`src/common/dbg_cmp_cfg.svh`:
```
`ifndef DBG_CMP_CFG_SVH
`define DBG_CMP_CFG_SVH

// Observed bus widths
`define BUS_AW 16
`define BUS_DW 16

// Register byte offsets; four comparators sit at base + 4 * index
`define OFF_CTL_BASE 8'h00
`define OFF_ADDR_BASE 8'h10
`define OFF_DATA_BASE 8'h20
`define OFF_DBG_CTL 8'h30
`define OFF_SEQ_STAT 8'h34
`define OFF_IRQ_STAT 8'h38
`define OFF_IRQ_MASK 8'h3c

// Reset values
`define CTL_RESET 8'h00
`define WORD_RESET 16'h0000
`define IRQ_RESET 3'h0

// Debug control fields
`define DBGC_ARM_BIT 0
`define DBGC_HALT_COPR_BIT 1
`define DBGC_HALT_CORE_BIT 2

// Interrupt status fields
`define IRQ_W 3
`define IRQ_BRK_BIT 0
`define IRQ_END_BIT 1
`define IRQ_TRIG_BIT 2

`endif

```
`src/common/dbg_cmp_pkg.sv`:
```
`include "dbg_cmp_cfg.svh"

package dbg_cmp_pkg;

    // One observed bus cycle
    typedef struct packed {
        logic valid;
        logic rnw;
        logic byte_sz;
        logic [`BUS_AW-1:0] addr;
        logic [`BUS_DW-1:0] wdata;
        logic [`BUS_DW-1:0] rdata;
    } bus_cycle_t;

    // Comparator control register, bit 7 down to bit 0
    typedef struct packed {
        logic size_compare_enable;
        logic access_size_select;
        logic opcode_tag_select;
        logic immediate_halt_select;
        logic direction_value;
        logic direction_compare_enable;
        logic bus_master_select;
        logic comparator_on;
    } ctl_t;

    typedef enum logic [2:0] {
        SEQ_IDLE = 3'b000,
        SEQ_ONE = 3'b001,
        SEQ_TWO = 3'b010,
        SEQ_THREE = 3'b011,
        SEQ_FINAL = 3'b100
    } seq_state_t;

endpackage

```
`src/hdl/dbg_comparator_control.sv`:
```
// Overview of operation
// - Comparators B and D: bit 6 zero matches word, one matches byte accesses.
// - Size ignored when size compare disabled or opcode tagging selected.
// - Comparators A and C use bit 6 as alternate data match instead.
// - Tag select zero: match triggers at once on the bus cycle.
// - Tag select one: match tags opcode; trigger only when it executes.
// - Halt select zero: breakpoint only once sequencer reaches final state.
// - Halt select one: match breaks at once, stops tracing, disarms.
// - No breakpoint unless halt request enable bits are set.
// - Direction value zero matches writes, one matches reads.
// - Direction mismatch gives no match; agreement compares write or read data.
// - Direction compare enable bit includes read/write signal in comparison.
// - Direction compare disabled: direction value ignored, any direction matches.
// - Tagged triggering ignores direction enable and direction value.
// - Bus select zero watches core buses, one watches coprocessor buses.
// - Comparator on zero keeps it inactive; one feeds triggers or tags.
// - Arming puts sequencer into state one, flags read one.
// - Internal trigger ending a session returns sequencer to state zero.
`timescale 1ns/10ps
`include "dbg_cmp_cfg.svh"

module dbg_comparator_control #(
    parameter int N_CMP = 4
) (
    input wire logic i_clk,
    input wire logic i_rstn,
    input wire logic i_psel,
    input wire logic i_penable,
    input wire logic i_pwrite,
    input wire logic [7:0] i_paddr,
    input wire logic [31:0] i_pwdata,
    input wire logic [3:0] i_pstrb,
    output logic [31:0] o_prdata,
    output logic o_pready,
    output logic o_pslverr,
    input dbg_cmp_pkg::bus_cycle_t i_core_bus,
    input dbg_cmp_pkg::bus_cycle_t i_copr_bus,
    input wire logic [3:0] i_exec_tags,
    output logic [3:0] o_tag,
    output logic o_halt_core,
    output logic o_halt_copr,
    output logic o_trace_stop,
    output logic o_armed,
    output logic o_irq
);

    initial begin
        if (N_CMP != 4) begin
            $error("N_CMP must be 4: the register map holds four comparators");
        end
    end

    dbg_cmp_pkg::ctl_t ctl_r [4];
    logic [`BUS_AW-1:0] addr_r [4];
    logic [`BUS_DW-1:0] data_r [4];
    logic arm_r;
    logic [1:0] halt_en_r;
    dbg_cmp_pkg::seq_state_t state_r, state_nxt;
    logic [`IRQ_W-1:0] irq_stat_r, irq_stat_nxt, irq_mask_r;
    logic [31:0] prdata_r, rd_mux;
    logic pready_r, pslverr_r;
    logic [3:0] tag_r;
    logic halt_core_r, halt_copr_r, trace_stop_r, irq_r;

    logic acc, first_acc, wr_en, rd_en, mapped;
    logic [3:0] idx;
    logic dbgc_wr, arm_set, imm, adv, session_end;
    logic [3:0] trig, tagm, brk_sel;

    // Word indices of the fixed registers, taken from their byte offsets
    localparam logic [3:0] IX_DBG_CTL = 4'(`OFF_DBG_CTL >> 2);
    localparam logic [3:0] IX_IRQ_STAT = 4'(`OFF_IRQ_STAT >> 2);
    localparam logic [3:0] IX_IRQ_MASK = 4'(`OFF_IRQ_MASK >> 2);

    // APB: one wait state so every answer leaves from a flip-flop
    assign acc = i_psel && i_penable;
    assign first_acc = acc && !pready_r;
    assign wr_en = acc && pready_r && i_pwrite;
    assign rd_en = acc && pready_r && !i_pwrite;
    assign mapped = (i_paddr[7:6] == 2'b00);
    assign idx = i_paddr[5:2];

    always_comb begin
        rd_mux = 32'h0000_0000;
        unique case (idx[3:2])
            2'd0: rd_mux = {24'h00_0000, ctl_r[idx[1:0]]};
            2'd1: rd_mux = {16'h0000, addr_r[idx[1:0]]};
            2'd2: rd_mux = {16'h0000, data_r[idx[1:0]]};
            2'd3: begin
                unique case (idx[1:0])
                    2'd0: rd_mux = {29'h0000_0000, halt_en_r, arm_r};
                    2'd1: rd_mux = {29'h0000_0000, state_r};
                    2'd2: rd_mux = {29'h0000_0000, irq_stat_r};
                    2'd3: rd_mux = {29'h0000_0000, irq_mask_r};
                endcase
            end
        endcase
        if (!mapped) begin
            rd_mux = 32'h0000_0000;
        end
    end

    always_ff @(posedge i_clk or negedge i_rstn) begin
        if (!i_rstn) begin
            pready_r <= 1'b0;
            pslverr_r <= 1'b0;
            prdata_r <= 32'h0000_0000;
        end else begin
            pready_r <= first_acc;
            pslverr_r <= first_acc && !mapped;
            if (first_acc) begin
                prdata_r <= i_pwrite ? 32'h0000_0000 : rd_mux;
            end
        end
    end

    // Comparator registers
    always_ff @(posedge i_clk or negedge i_rstn) begin
        if (!i_rstn) begin
            for (int k = 0; k < 4; k++) begin
                ctl_r[k] <= `CTL_RESET;
                addr_r[k] <= `WORD_RESET;
                data_r[k] <= `WORD_RESET;
            end
        end else if (wr_en && mapped) begin
            unique case (idx[3:2])
                2'd0: begin
                    if (i_pstrb[0]) begin
                        ctl_r[idx[1:0]] <= i_pwdata[7:0];
                    end
                end
                2'd1: begin
                    if (i_pstrb[0]) begin
                        addr_r[idx[1:0]][7:0] <= i_pwdata[7:0];
                    end
                    if (i_pstrb[1]) begin
                        addr_r[idx[1:0]][15:8] <= i_pwdata[15:8];
                    end
                end
                2'd2: begin
                    if (i_pstrb[0]) begin
                        data_r[idx[1:0]][7:0] <= i_pwdata[7:0];
                    end
                    if (i_pstrb[1]) begin
                        data_r[idx[1:0]][15:8] <= i_pwdata[15:8];
                    end
                end
                2'd3: begin
                end
            endcase
        end
    end

    // Comparator channels; odd indices (B, D) carry the size check
    for (genvar g = 0; g < 4; g++) begin : g_cmp
        cmp_channel #(
            .HAS_SIZE(g % 2)
        ) u_cmp (
            .i_clk(i_clk),
            .i_rstn(i_rstn),
            .i_ctl(ctl_r[g]),
            .i_addr(addr_r[g]),
            .i_data(data_r[g]),
            .i_core(i_core_bus),
            .i_copr(i_copr_bus),
            .i_armed(arm_r),
            .i_exec_tag(i_exec_tags[g]),
            .o_trig(trig[g]),
            .o_tag(tagm[g])
        );
        assign brk_sel[g] = ctl_r[g].immediate_halt_select;
    end

    assign dbgc_wr = wr_en && mapped && (idx == IX_DBG_CTL) && i_pstrb[0];
    assign arm_set = dbgc_wr && i_pwdata[`DBGC_ARM_BIT];
    // Any channel with its halt bit ends the session at once, whatever the state
    assign imm = arm_r && |(trig & brk_sel);
    assign adv = arm_r && |trig;
    // Final state is held one cycle so software can see it, then the session ends
    assign session_end = arm_r && (imm || (state_r == dbg_cmp_pkg::SEQ_FINAL));

    // Software write of the arm bit wins over an internal disarm in the same cycle
    always_ff @(posedge i_clk or negedge i_rstn) begin
        if (!i_rstn) begin
            arm_r <= 1'b0;
            halt_en_r <= 2'b00;
        end else if (dbgc_wr) begin
            arm_r <= i_pwdata[`DBGC_ARM_BIT];
            halt_en_r <= {i_pwdata[`DBGC_HALT_CORE_BIT], i_pwdata[`DBGC_HALT_COPR_BIT]};
        end else if (session_end) begin
            arm_r <= 1'b0;
        end
    end

    // Software disarm leaves the state as it was, showing the last state reached
    always_comb begin
        state_nxt = state_r;
        if (arm_set) begin
            state_nxt = dbg_cmp_pkg::SEQ_ONE;
        end else if (session_end) begin
            state_nxt = dbg_cmp_pkg::SEQ_IDLE;
        end else if (adv) begin
            unique case (state_r)
                dbg_cmp_pkg::SEQ_IDLE: state_nxt = dbg_cmp_pkg::SEQ_IDLE;
                dbg_cmp_pkg::SEQ_ONE: state_nxt = dbg_cmp_pkg::SEQ_TWO;
                dbg_cmp_pkg::SEQ_TWO: state_nxt = dbg_cmp_pkg::SEQ_THREE;
                dbg_cmp_pkg::SEQ_THREE: state_nxt = dbg_cmp_pkg::SEQ_FINAL;
                dbg_cmp_pkg::SEQ_FINAL: state_nxt = dbg_cmp_pkg::SEQ_FINAL;
                default: state_nxt = dbg_cmp_pkg::SEQ_IDLE;
            endcase
        end
    end

    always_ff @(posedge i_clk or negedge i_rstn) begin
        if (!i_rstn) begin
            state_r <= dbg_cmp_pkg::SEQ_IDLE;
        end else begin
            state_r <= state_nxt;
        end
    end

    // Halt outputs are one-cycle pulses
    always_ff @(posedge i_clk or negedge i_rstn) begin
        if (!i_rstn) begin
            halt_core_r <= 1'b0;
            halt_copr_r <= 1'b0;
            trace_stop_r <= 1'b0;
            tag_r <= 4'h0;
        end else begin
            halt_core_r <= session_end && halt_en_r[1];
            halt_copr_r <= session_end && halt_en_r[0];
            trace_stop_r <= session_end;
            tag_r <= tagm;
        end
    end

    // Sticky events; an event in the clearing read's cycle survives
    always_comb begin
        irq_stat_nxt = irq_stat_r;
        if (rd_en && mapped && (idx == IX_IRQ_STAT)) begin
            irq_stat_nxt = `IRQ_RESET;
        end
        irq_stat_nxt[`IRQ_BRK_BIT] = irq_stat_nxt[`IRQ_BRK_BIT] || (session_end && |halt_en_r);
        irq_stat_nxt[`IRQ_END_BIT] = irq_stat_nxt[`IRQ_END_BIT] || session_end;
        irq_stat_nxt[`IRQ_TRIG_BIT] = irq_stat_nxt[`IRQ_TRIG_BIT] || adv;
    end

    always_ff @(posedge i_clk or negedge i_rstn) begin
        if (!i_rstn) begin
            irq_stat_r <= `IRQ_RESET;
            irq_mask_r <= `IRQ_RESET;
            irq_r <= 1'b0;
        end else begin
            irq_stat_r <= irq_stat_nxt;
            if (wr_en && mapped && (idx == IX_IRQ_MASK) && i_pstrb[0]) begin
                irq_mask_r <= i_pwdata[`IRQ_W-1:0];
            end
            irq_r <= |(irq_stat_nxt & irq_mask_r);
        end
    end

    assign o_prdata = prdata_r;
    assign o_pready = pready_r;
    assign o_pslverr = pslverr_r;
    assign o_tag = tag_r;
    assign o_halt_core = halt_core_r;
    assign o_halt_copr = halt_copr_r;
    assign o_trace_stop = trace_stop_r;
    assign o_armed = arm_r;
    assign o_irq = irq_r;

    a_arm_state_one: assert property (@(posedge i_clk) disable iff (!i_rstn)
        arm_set |=> (state_r == dbg_cmp_pkg::SEQ_ONE) && arm_r)
        else $error("arming did not enter state one");

    a_end_state_zero: assert property (@(posedge i_clk) disable iff (!i_rstn)
        (session_end && !dbgc_wr) |=> (state_r == dbg_cmp_pkg::SEQ_IDLE) && !arm_r)
        else $error("internal end did not return to state zero");

    a_final_only_brk: assert property (@(posedge i_clk) disable iff (!i_rstn)
        $rose(o_trace_stop) |-> $past(state_r) == dbg_cmp_pkg::SEQ_FINAL || $past(imm))
        else $error("breakpoint outside final state without immediate halt");

    a_imm_halt_now: assert property (@(posedge i_clk) disable iff (!i_rstn)
        (imm && halt_en_r[1]) |=> o_halt_core && o_trace_stop ##1 !o_halt_core)
        else $error("immediate halt not raised for one cycle");

    a_brk_needs_en: assert property (@(posedge i_clk) disable iff (!i_rstn)
        (o_halt_core || o_halt_copr) |-> $past(halt_en_r) != 2'b00)
        else $error("breakpoint with halt requests disabled");

    a_ctl_reset_zero: assert property (@(posedge i_clk) disable iff (!i_rstn)
        !$past(i_rstn) |-> ctl_r[0] == 8'h00 && ctl_r[3] == 8'h00)
        else $error("control bits not zero after reset");

    a_tag_to_out: assert property (@(posedge i_clk) disable iff (!i_rstn)
        tagm[0] |=> o_tag[0])
        else $error("opcode tag not presented");

    // A write of the arm bit restarts the sequencer, so that cycle is left out here
    a_final_ends: assert property (@(posedge i_clk) disable iff (!i_rstn)
        (arm_r && state_r == dbg_cmp_pkg::SEQ_FINAL && !dbgc_wr) |=> o_trace_stop && !arm_r)
        else $error("final state did not end the session");

    a_copr_needs_en: assert property (@(posedge i_clk) disable iff (!i_rstn)
        o_halt_copr |-> $past(halt_en_r[0]))
        else $error("coprocessor breakpoint with its request disabled");

    a_unarmed_quiet: assert property (@(posedge i_clk) disable iff (!i_rstn)
        !arm_r |-> trig == 4'h0 && tagm == 4'h0)
        else $error("comparator active while disarmed");

    a_tag_pulse: assert property (@(posedge i_clk) disable iff (!i_rstn)
        o_tag[1] |-> $past(tagm[1]))
        else $error("opcode tag without a tagged match");

    // Every answer is a single-cycle ready
    a_pready_pulse: assert property (@(posedge i_clk) disable iff (!i_rstn)
        o_pready |=> !o_pready)
        else $error("ready held past one cycle");

    a_err_with_ready: assert property (@(posedge i_clk) disable iff (!i_rstn)
        o_pslverr |-> o_pready)
        else $error("error response outside the end of a transfer");

    // Main scenarios worth reaching
    c_arm_to_halt: cover property (@(posedge i_clk) disable iff (!i_rstn)
        arm_set ##[1:200] o_halt_core);

    c_tagged_trig: cover property (@(posedge i_clk) disable iff (!i_rstn)
        o_tag[1] ##[1:50] trig[1]);

    c_unmapped: cover property (@(posedge i_clk) disable iff (!i_rstn) o_pslverr);

    c_irq: cover property (@(posedge i_clk) disable iff (!i_rstn) $rose(o_irq));

    c_final_state: cover property (@(posedge i_clk) disable iff (!i_rstn)
        state_r == dbg_cmp_pkg::SEQ_FINAL);

endmodule // dbg_comparator_control

```
`src/hdl/cmp_channel.sv`:
```
`timescale 1ns/10ps
`include "dbg_cmp_cfg.svh"

module cmp_channel #(
    parameter int HAS_SIZE = 1
) (
    input wire logic i_clk,
    input wire logic i_rstn,
    input dbg_cmp_pkg::ctl_t i_ctl,
    input wire logic [`BUS_AW-1:0] i_addr,
    input wire logic [`BUS_DW-1:0] i_data,
    input dbg_cmp_pkg::bus_cycle_t i_core,
    input dbg_cmp_pkg::bus_cycle_t i_copr,
    input wire logic i_armed,
    input wire logic i_exec_tag,
    output logic o_trig,
    output logic o_tag
);

    initial begin
        if (HAS_SIZE != 0 && HAS_SIZE != 1) begin
            $error("HAS_SIZE must be 0 or 1");
        end
    end

    dbg_cmp_pkg::bus_cycle_t bus;
    logic [`BUS_DW-1:0] bus_data;
    logic addr_hit, dir_ok, size_ok, data_ok, hit, active;

    assign bus = i_ctl.bus_master_select ? i_copr : i_core;
    assign bus_data = bus.rnw ? bus.rdata : bus.wdata;
    assign addr_hit = bus.valid && (bus.addr == i_addr);
    // Direction is a don't-care when disabled or when tagging
    assign dir_ok = i_ctl.opcode_tag_select || !i_ctl.direction_compare_enable
        || (i_ctl.direction_value == bus.rnw);
    // Size select: 0 word, 1 byte; data-match comparators have no size check
    assign size_ok = (HAS_SIZE == 0) || i_ctl.opcode_tag_select
        || !i_ctl.size_compare_enable || (i_ctl.access_size_select == bus.byte_sz);
    // On data-match comparators bit 6 inverts the data match
    assign data_ok = (HAS_SIZE != 0) || !i_ctl.size_compare_enable
        || ((bus_data == i_data) ^ i_ctl.access_size_select);
    assign active = i_armed && i_ctl.comparator_on;
    assign hit = active && addr_hit && dir_ok && size_ok && data_ok;
    assign o_trig = i_ctl.opcode_tag_select ? (active && i_exec_tag) : hit;
    assign o_tag = hit && i_ctl.opcode_tag_select;

    a_dir_mismatch: assert property (@(posedge i_clk) disable iff (!i_rstn)
        (!i_ctl.opcode_tag_select && i_ctl.direction_compare_enable
        && (i_ctl.direction_value != bus.rnw)) |-> !o_trig)
        else $error("match despite direction mismatch");
    a_tag_waits_exec: assert property (@(posedge i_clk) disable iff (!i_rstn)
        (i_ctl.opcode_tag_select && !i_exec_tag) |-> !o_trig)
        else $error("tagged trigger without execution");
    a_off_quiet: assert property (@(posedge i_clk) disable iff (!i_rstn)
        !i_ctl.comparator_on |-> !o_trig && !o_tag)
        else $error("disabled comparator fired");
    a_size_mismatch: assert property (@(posedge i_clk) disable iff (!i_rstn)
        ((HAS_SIZE == 1) && i_ctl.size_compare_enable && !i_ctl.opcode_tag_select
        && (i_ctl.access_size_select != bus.byte_sz)) |-> !o_trig)
        else $error("match despite size mismatch");
    a_src_core_idle: assert property (@(posedge i_clk) disable iff (!i_rstn)
        (!i_ctl.bus_master_select && !i_core.valid && !i_ctl.opcode_tag_select)
        |-> !o_trig)
        else $error("core comparator fired with idle core bus");
    a_dir_dontcare: assert property (@(posedge i_clk) disable iff (!i_rstn)
        (active && !i_ctl.opcode_tag_select && !i_ctl.direction_compare_enable
        && addr_hit && size_ok && data_ok) |-> o_trig)
        else $error("direction blocked match while ignored");

endmodule // cmp_channel

```
`config.mk`:
```
export PLATFORM = sky130hd
export DESIGN_NAME = dbg_comparator_control
export DESIGN_NICKNAME = d
export VERILOG_FILES = /design/src/common/dbg_cmp_pkg.sv /design/src/hdl/dbg_comparator_control.sv /design/src/hdl/cmp_channel.sv
export VERILOG_INCLUDE_DIRS = /design/src /design/src/common
export SDC_FILE = /design/constraint.sdc
export NUM_CORES = 1
export LEC_CHECK = 0
export BUFFER_PORTS_ARGS = -buffer_cell sky130_fd_sc_hd__clkbuf_2
export CORE_MARGIN = 2
export CORE_UTILIZATION = 57
export DETAILED_ROUTE_END_ITERATION = 6
export GPL_TIMING_DRIVEN = 0
export PLACE_DENSITY = 0.82
export SYNTH_ARGS = -nofsm -noshare
export SYNTH_HDL_FRONTEND = slang
export SYNTH_SLANG_ARGS = --single-unit
```
`constraint.sdc`:
```
create_clock -name i_clk -period 3.9 [get_ports i_clk]
set_clock_uncertainty 0.05 [all_clocks]
set_input_delay 0.78 -clock i_clk [delete_from_list [all_inputs] [get_ports i_clk]]
set_output_delay 0.78 -clock i_clk [all_outputs]
set_load 0.03 [all_outputs]
```
==> flow_summary_export.csv <==
group,metric,value,unit
outcome,status,"finished clean",
clocking,cts-root-buf,"clkbuf_16",
yosys,yosys.cell_types.count,59,
routing,ant_nets,0,
sta,period_share,95.45,%
global_route,use_met1,43.36,%
global_route,grt_pass1_vias,8847,
die,ios,198,
global_route,gr-usage-met2,53.02,%
worst_setup_path,critPathKind,"in2reg",
pwr,p_per_area,321.8,nW/um^2
pwr,vdd_ir_drop_max,0.2967,mV
yosys,syn-instance-count,930,
routing,wire_per_inst,24.73,um
sta,max_freq,268.6,MHz
worst_setup_path,endpoint_kind,"register",
sta,max-slew-margin-rel,32.07,%
min_path,hp-class,"in2async",
worst_setup_path,cpMostUsedCell,"buf_2",
worst_setup_path,path_cells,"clkbuf_2, buf_2, buf_2, buf_1, nand2_1, nor2_1, mux2_2",
sta,hold_viol_final,0,
worst_setup_path,crit_path_start_kind,"input port",
global_route,grt_max_degree,117,
yosys,yosys_warnings,0,
routing,drt_iter0_drc,948,
clocking,cts_tree,"done",
placement,pre_cts_slack,-0.3290,ns
worst_setup_path,slowest_stage,"nor2_1",
clocking,clkSlewWorstSetupHoldPaths,0.07,ns
layout,area_growth,15.40,%
clocking,clkSinkCount,198,
routing,drt_first_pass_iters,5,
yosys,syn-cell-area,11780,sq um
worst_setup_path,worstPathRequired,4.17,ns
global_route,grt_util_met3,7.377,%
sta,tightest_slew,1.015,ns
layout,final_cell_count_no_fill,1406,
placement,place_congestion,0.9498,
layout,nets,1279,
die,die_w,147.8,um
layout,drive_gt1_share,40.14,%
global_route,grt_pass1_wl,52620,um
yosys,yosys_most_used_dff,"dfrtp_1",
worst_setup_path,path_max_fanout,10,
die,core_area,20230,sq um
yosys,yosys-top-cells-area,"dfrtp_1, mux2_2, mux2i_1",
yosys,ys_async_sr_fraction,100.0,%
yosys,synth_most_common_cell,"dfrtp_1",
die,dieArea,21840,sq um
yosys,synth.top_cell.area_share,42.05,%
yosys,synth_common_cells,"dfrtp_1, mux2_2, mux2i_1",
placement,place_area,13010,sq um
sta,hold_slack,0.3263,ns
clocking,hold_buffers,0,
worst_setup_path,critPathBufInv,4,
yosys,yosysTopAreaCell,"dfrtp_1",
layout,diodes,0,
yosys,ys_seq_area_share,42.05,%
worst_setup_path,slowest_delay,0.88,ns
layout,post-route-util,67.20,%
run,cap_violations,0,
global_route,grt_use_total,32.42,%
sta,slew_viol_final,0,
die,dieHeight,147.8,um
global_route,grt-ovfl-total,0,
sta,worst_slack,0.1773,ns
placement,placed_cells,1375,
clocking,cts_buffers,17,
placement,io_buffer_count,159,
clocking,h-tree-depth,4,
routing,via_per_inst,6.284,
worst_setup_path,critPathTopFamily,"buffers and inverters",
yosys,synth-edff-count,0,
global_route,antenna_found_initial,0,
pwr,cellLeakagePower,6.222,nW
die,num_rows,52,
routing,remaining_drc_errors,0,
placement,hpwlAfterDp,26060,um
clocking,cts_buffer_depth,2,
sta,rsz0062_at_grt,"false",
global_route,grt-busiest-layer,"met2",
layout,stdcell_area,13600,sq um
sta,fin_crit,3.723,ns
routing,wirelength,34770,um
yosys,synth-seq-cells,198,
sta,setup_viol,0,
yosys,syn_avg_cell_area,12.67,sq um
die,initial_core_util,58.23,%
layout,num-fill-cells,1498,
clocking,clock_latency,0.44,ns
routing,num_vias,8836,
worst_setup_path,cp.arrival,3.99,ns
[state kept, by name, indices dropped and copies added (netlist names)]
signal and flops:
addr_r 64, data_r 64, ctl_r 28, o_prdata 16, brk_sel 4, o_tag 4
irq_mask_r 3, irq_stat_r 3, state_r 3, halt_en_r 2, o_armed 1, o_halt_copr 1
o_halt_core 1, o_irq 1, o_pready 1, o_pslverr 1, o_trace_stop 1
[stage by stage]
step           power [mW]  setup TNS [ns]
3_3_place_gp        2.603         -347.66
6_report            4.375               0
4_1_cts             4.357               0
3_5_place_dp        2.617          -5.481
5_1_grt             4.474               0
2_1_floorplan       2.388               0
[layout by cell type, fill, tap and decap left out, drive strengths merged, types with 5 or more instances in the layout]
master,n
nand3,16
nand4,12
mux2,164
a22oi,8
dfrtp,198
nand2,41
clkinv,6
nor4,14
nor2,32
buf,43
o21ai,19
nor3,8
mux4,46
a21o,5
a21oi,7
clkbuf,199
xor2,18
mux2i,143
xnor2,85
and3,5
inv,11
conb,16
[cell families (layout without fill, tap and decap cells)]
kind of cell | after synthesis | after routing | synth area share [%]
compound gates | 53 | 53 | 3.271
xor+xnor | 103 | 103 | 7.656
buf+inv | 72 | 263 | 3.642
flops | 198 | 198 | 42.05
mux | 353 | 353 | 36.61
other cells | 1 | 16 | 0.03183
simple gates | 150 | 150 | 6.733
[worst paths after layout]
path / startpoint / end / slack (ns) / cells after the start
min in group i_clk: o_prdata[1] / o_prdata[1] / 0.43 / 2
max: i_paddr[3] / addr_r[1] / 0.18 / 7
min reg2reg: o_prdata[1] / o_prdata[1] / 0.43 / 2
min: i_rstn / o_halt_core / 0.33 / 1
max reg2reg: ctl_r[25] / o_irq / 0.34 / 11
max in group asynchronous: i_rstn / addr_r[57] / 2.45 / 2
[report_power, final]
group	internal, mW	leakage (nW)	switching [mW]
clock network	0.978	0.282	0.812
logic	0.198	3.20	0.309
registers	2.07	2.74	0.0127
[cell type report]
class / count / area [sq um] / share of cell area, %
multi-input cells: 675 / 6461 / 47.52
plain buffers: 62 / 391.6 / 2.880
clock buffers: 20 / 456.7 / 3.359
inverters: 10 / 37.54 / 0.2761
repair buffers: 160 / 832.0 / 6.119
clock inverters: 11 / 125.1 / 0.9202
flip-flops and latches: 198 / 4955 / 36.44
well taps: 270 / 337.8 / 2.485
[layer usage]
metal  part of all wire [%]  vias to the layer above  wire length, um
met5                      0                        -                0
met4                    2.8                        0              983
met3                    9.3                       85             3240
met2                     48                      511            16750
met1                     40                     4464            13790
li1                       -                     3776                -
[timing repair]
item / in CTS / in global routing
buffers inserted: 0 / 0
gates resized for setup: 0 / 1
hold endpoints to repair: 0 / 0
setup endpoints to repair: 0 / 1
No activity file was read; power rests on OpenSTA's default activity.
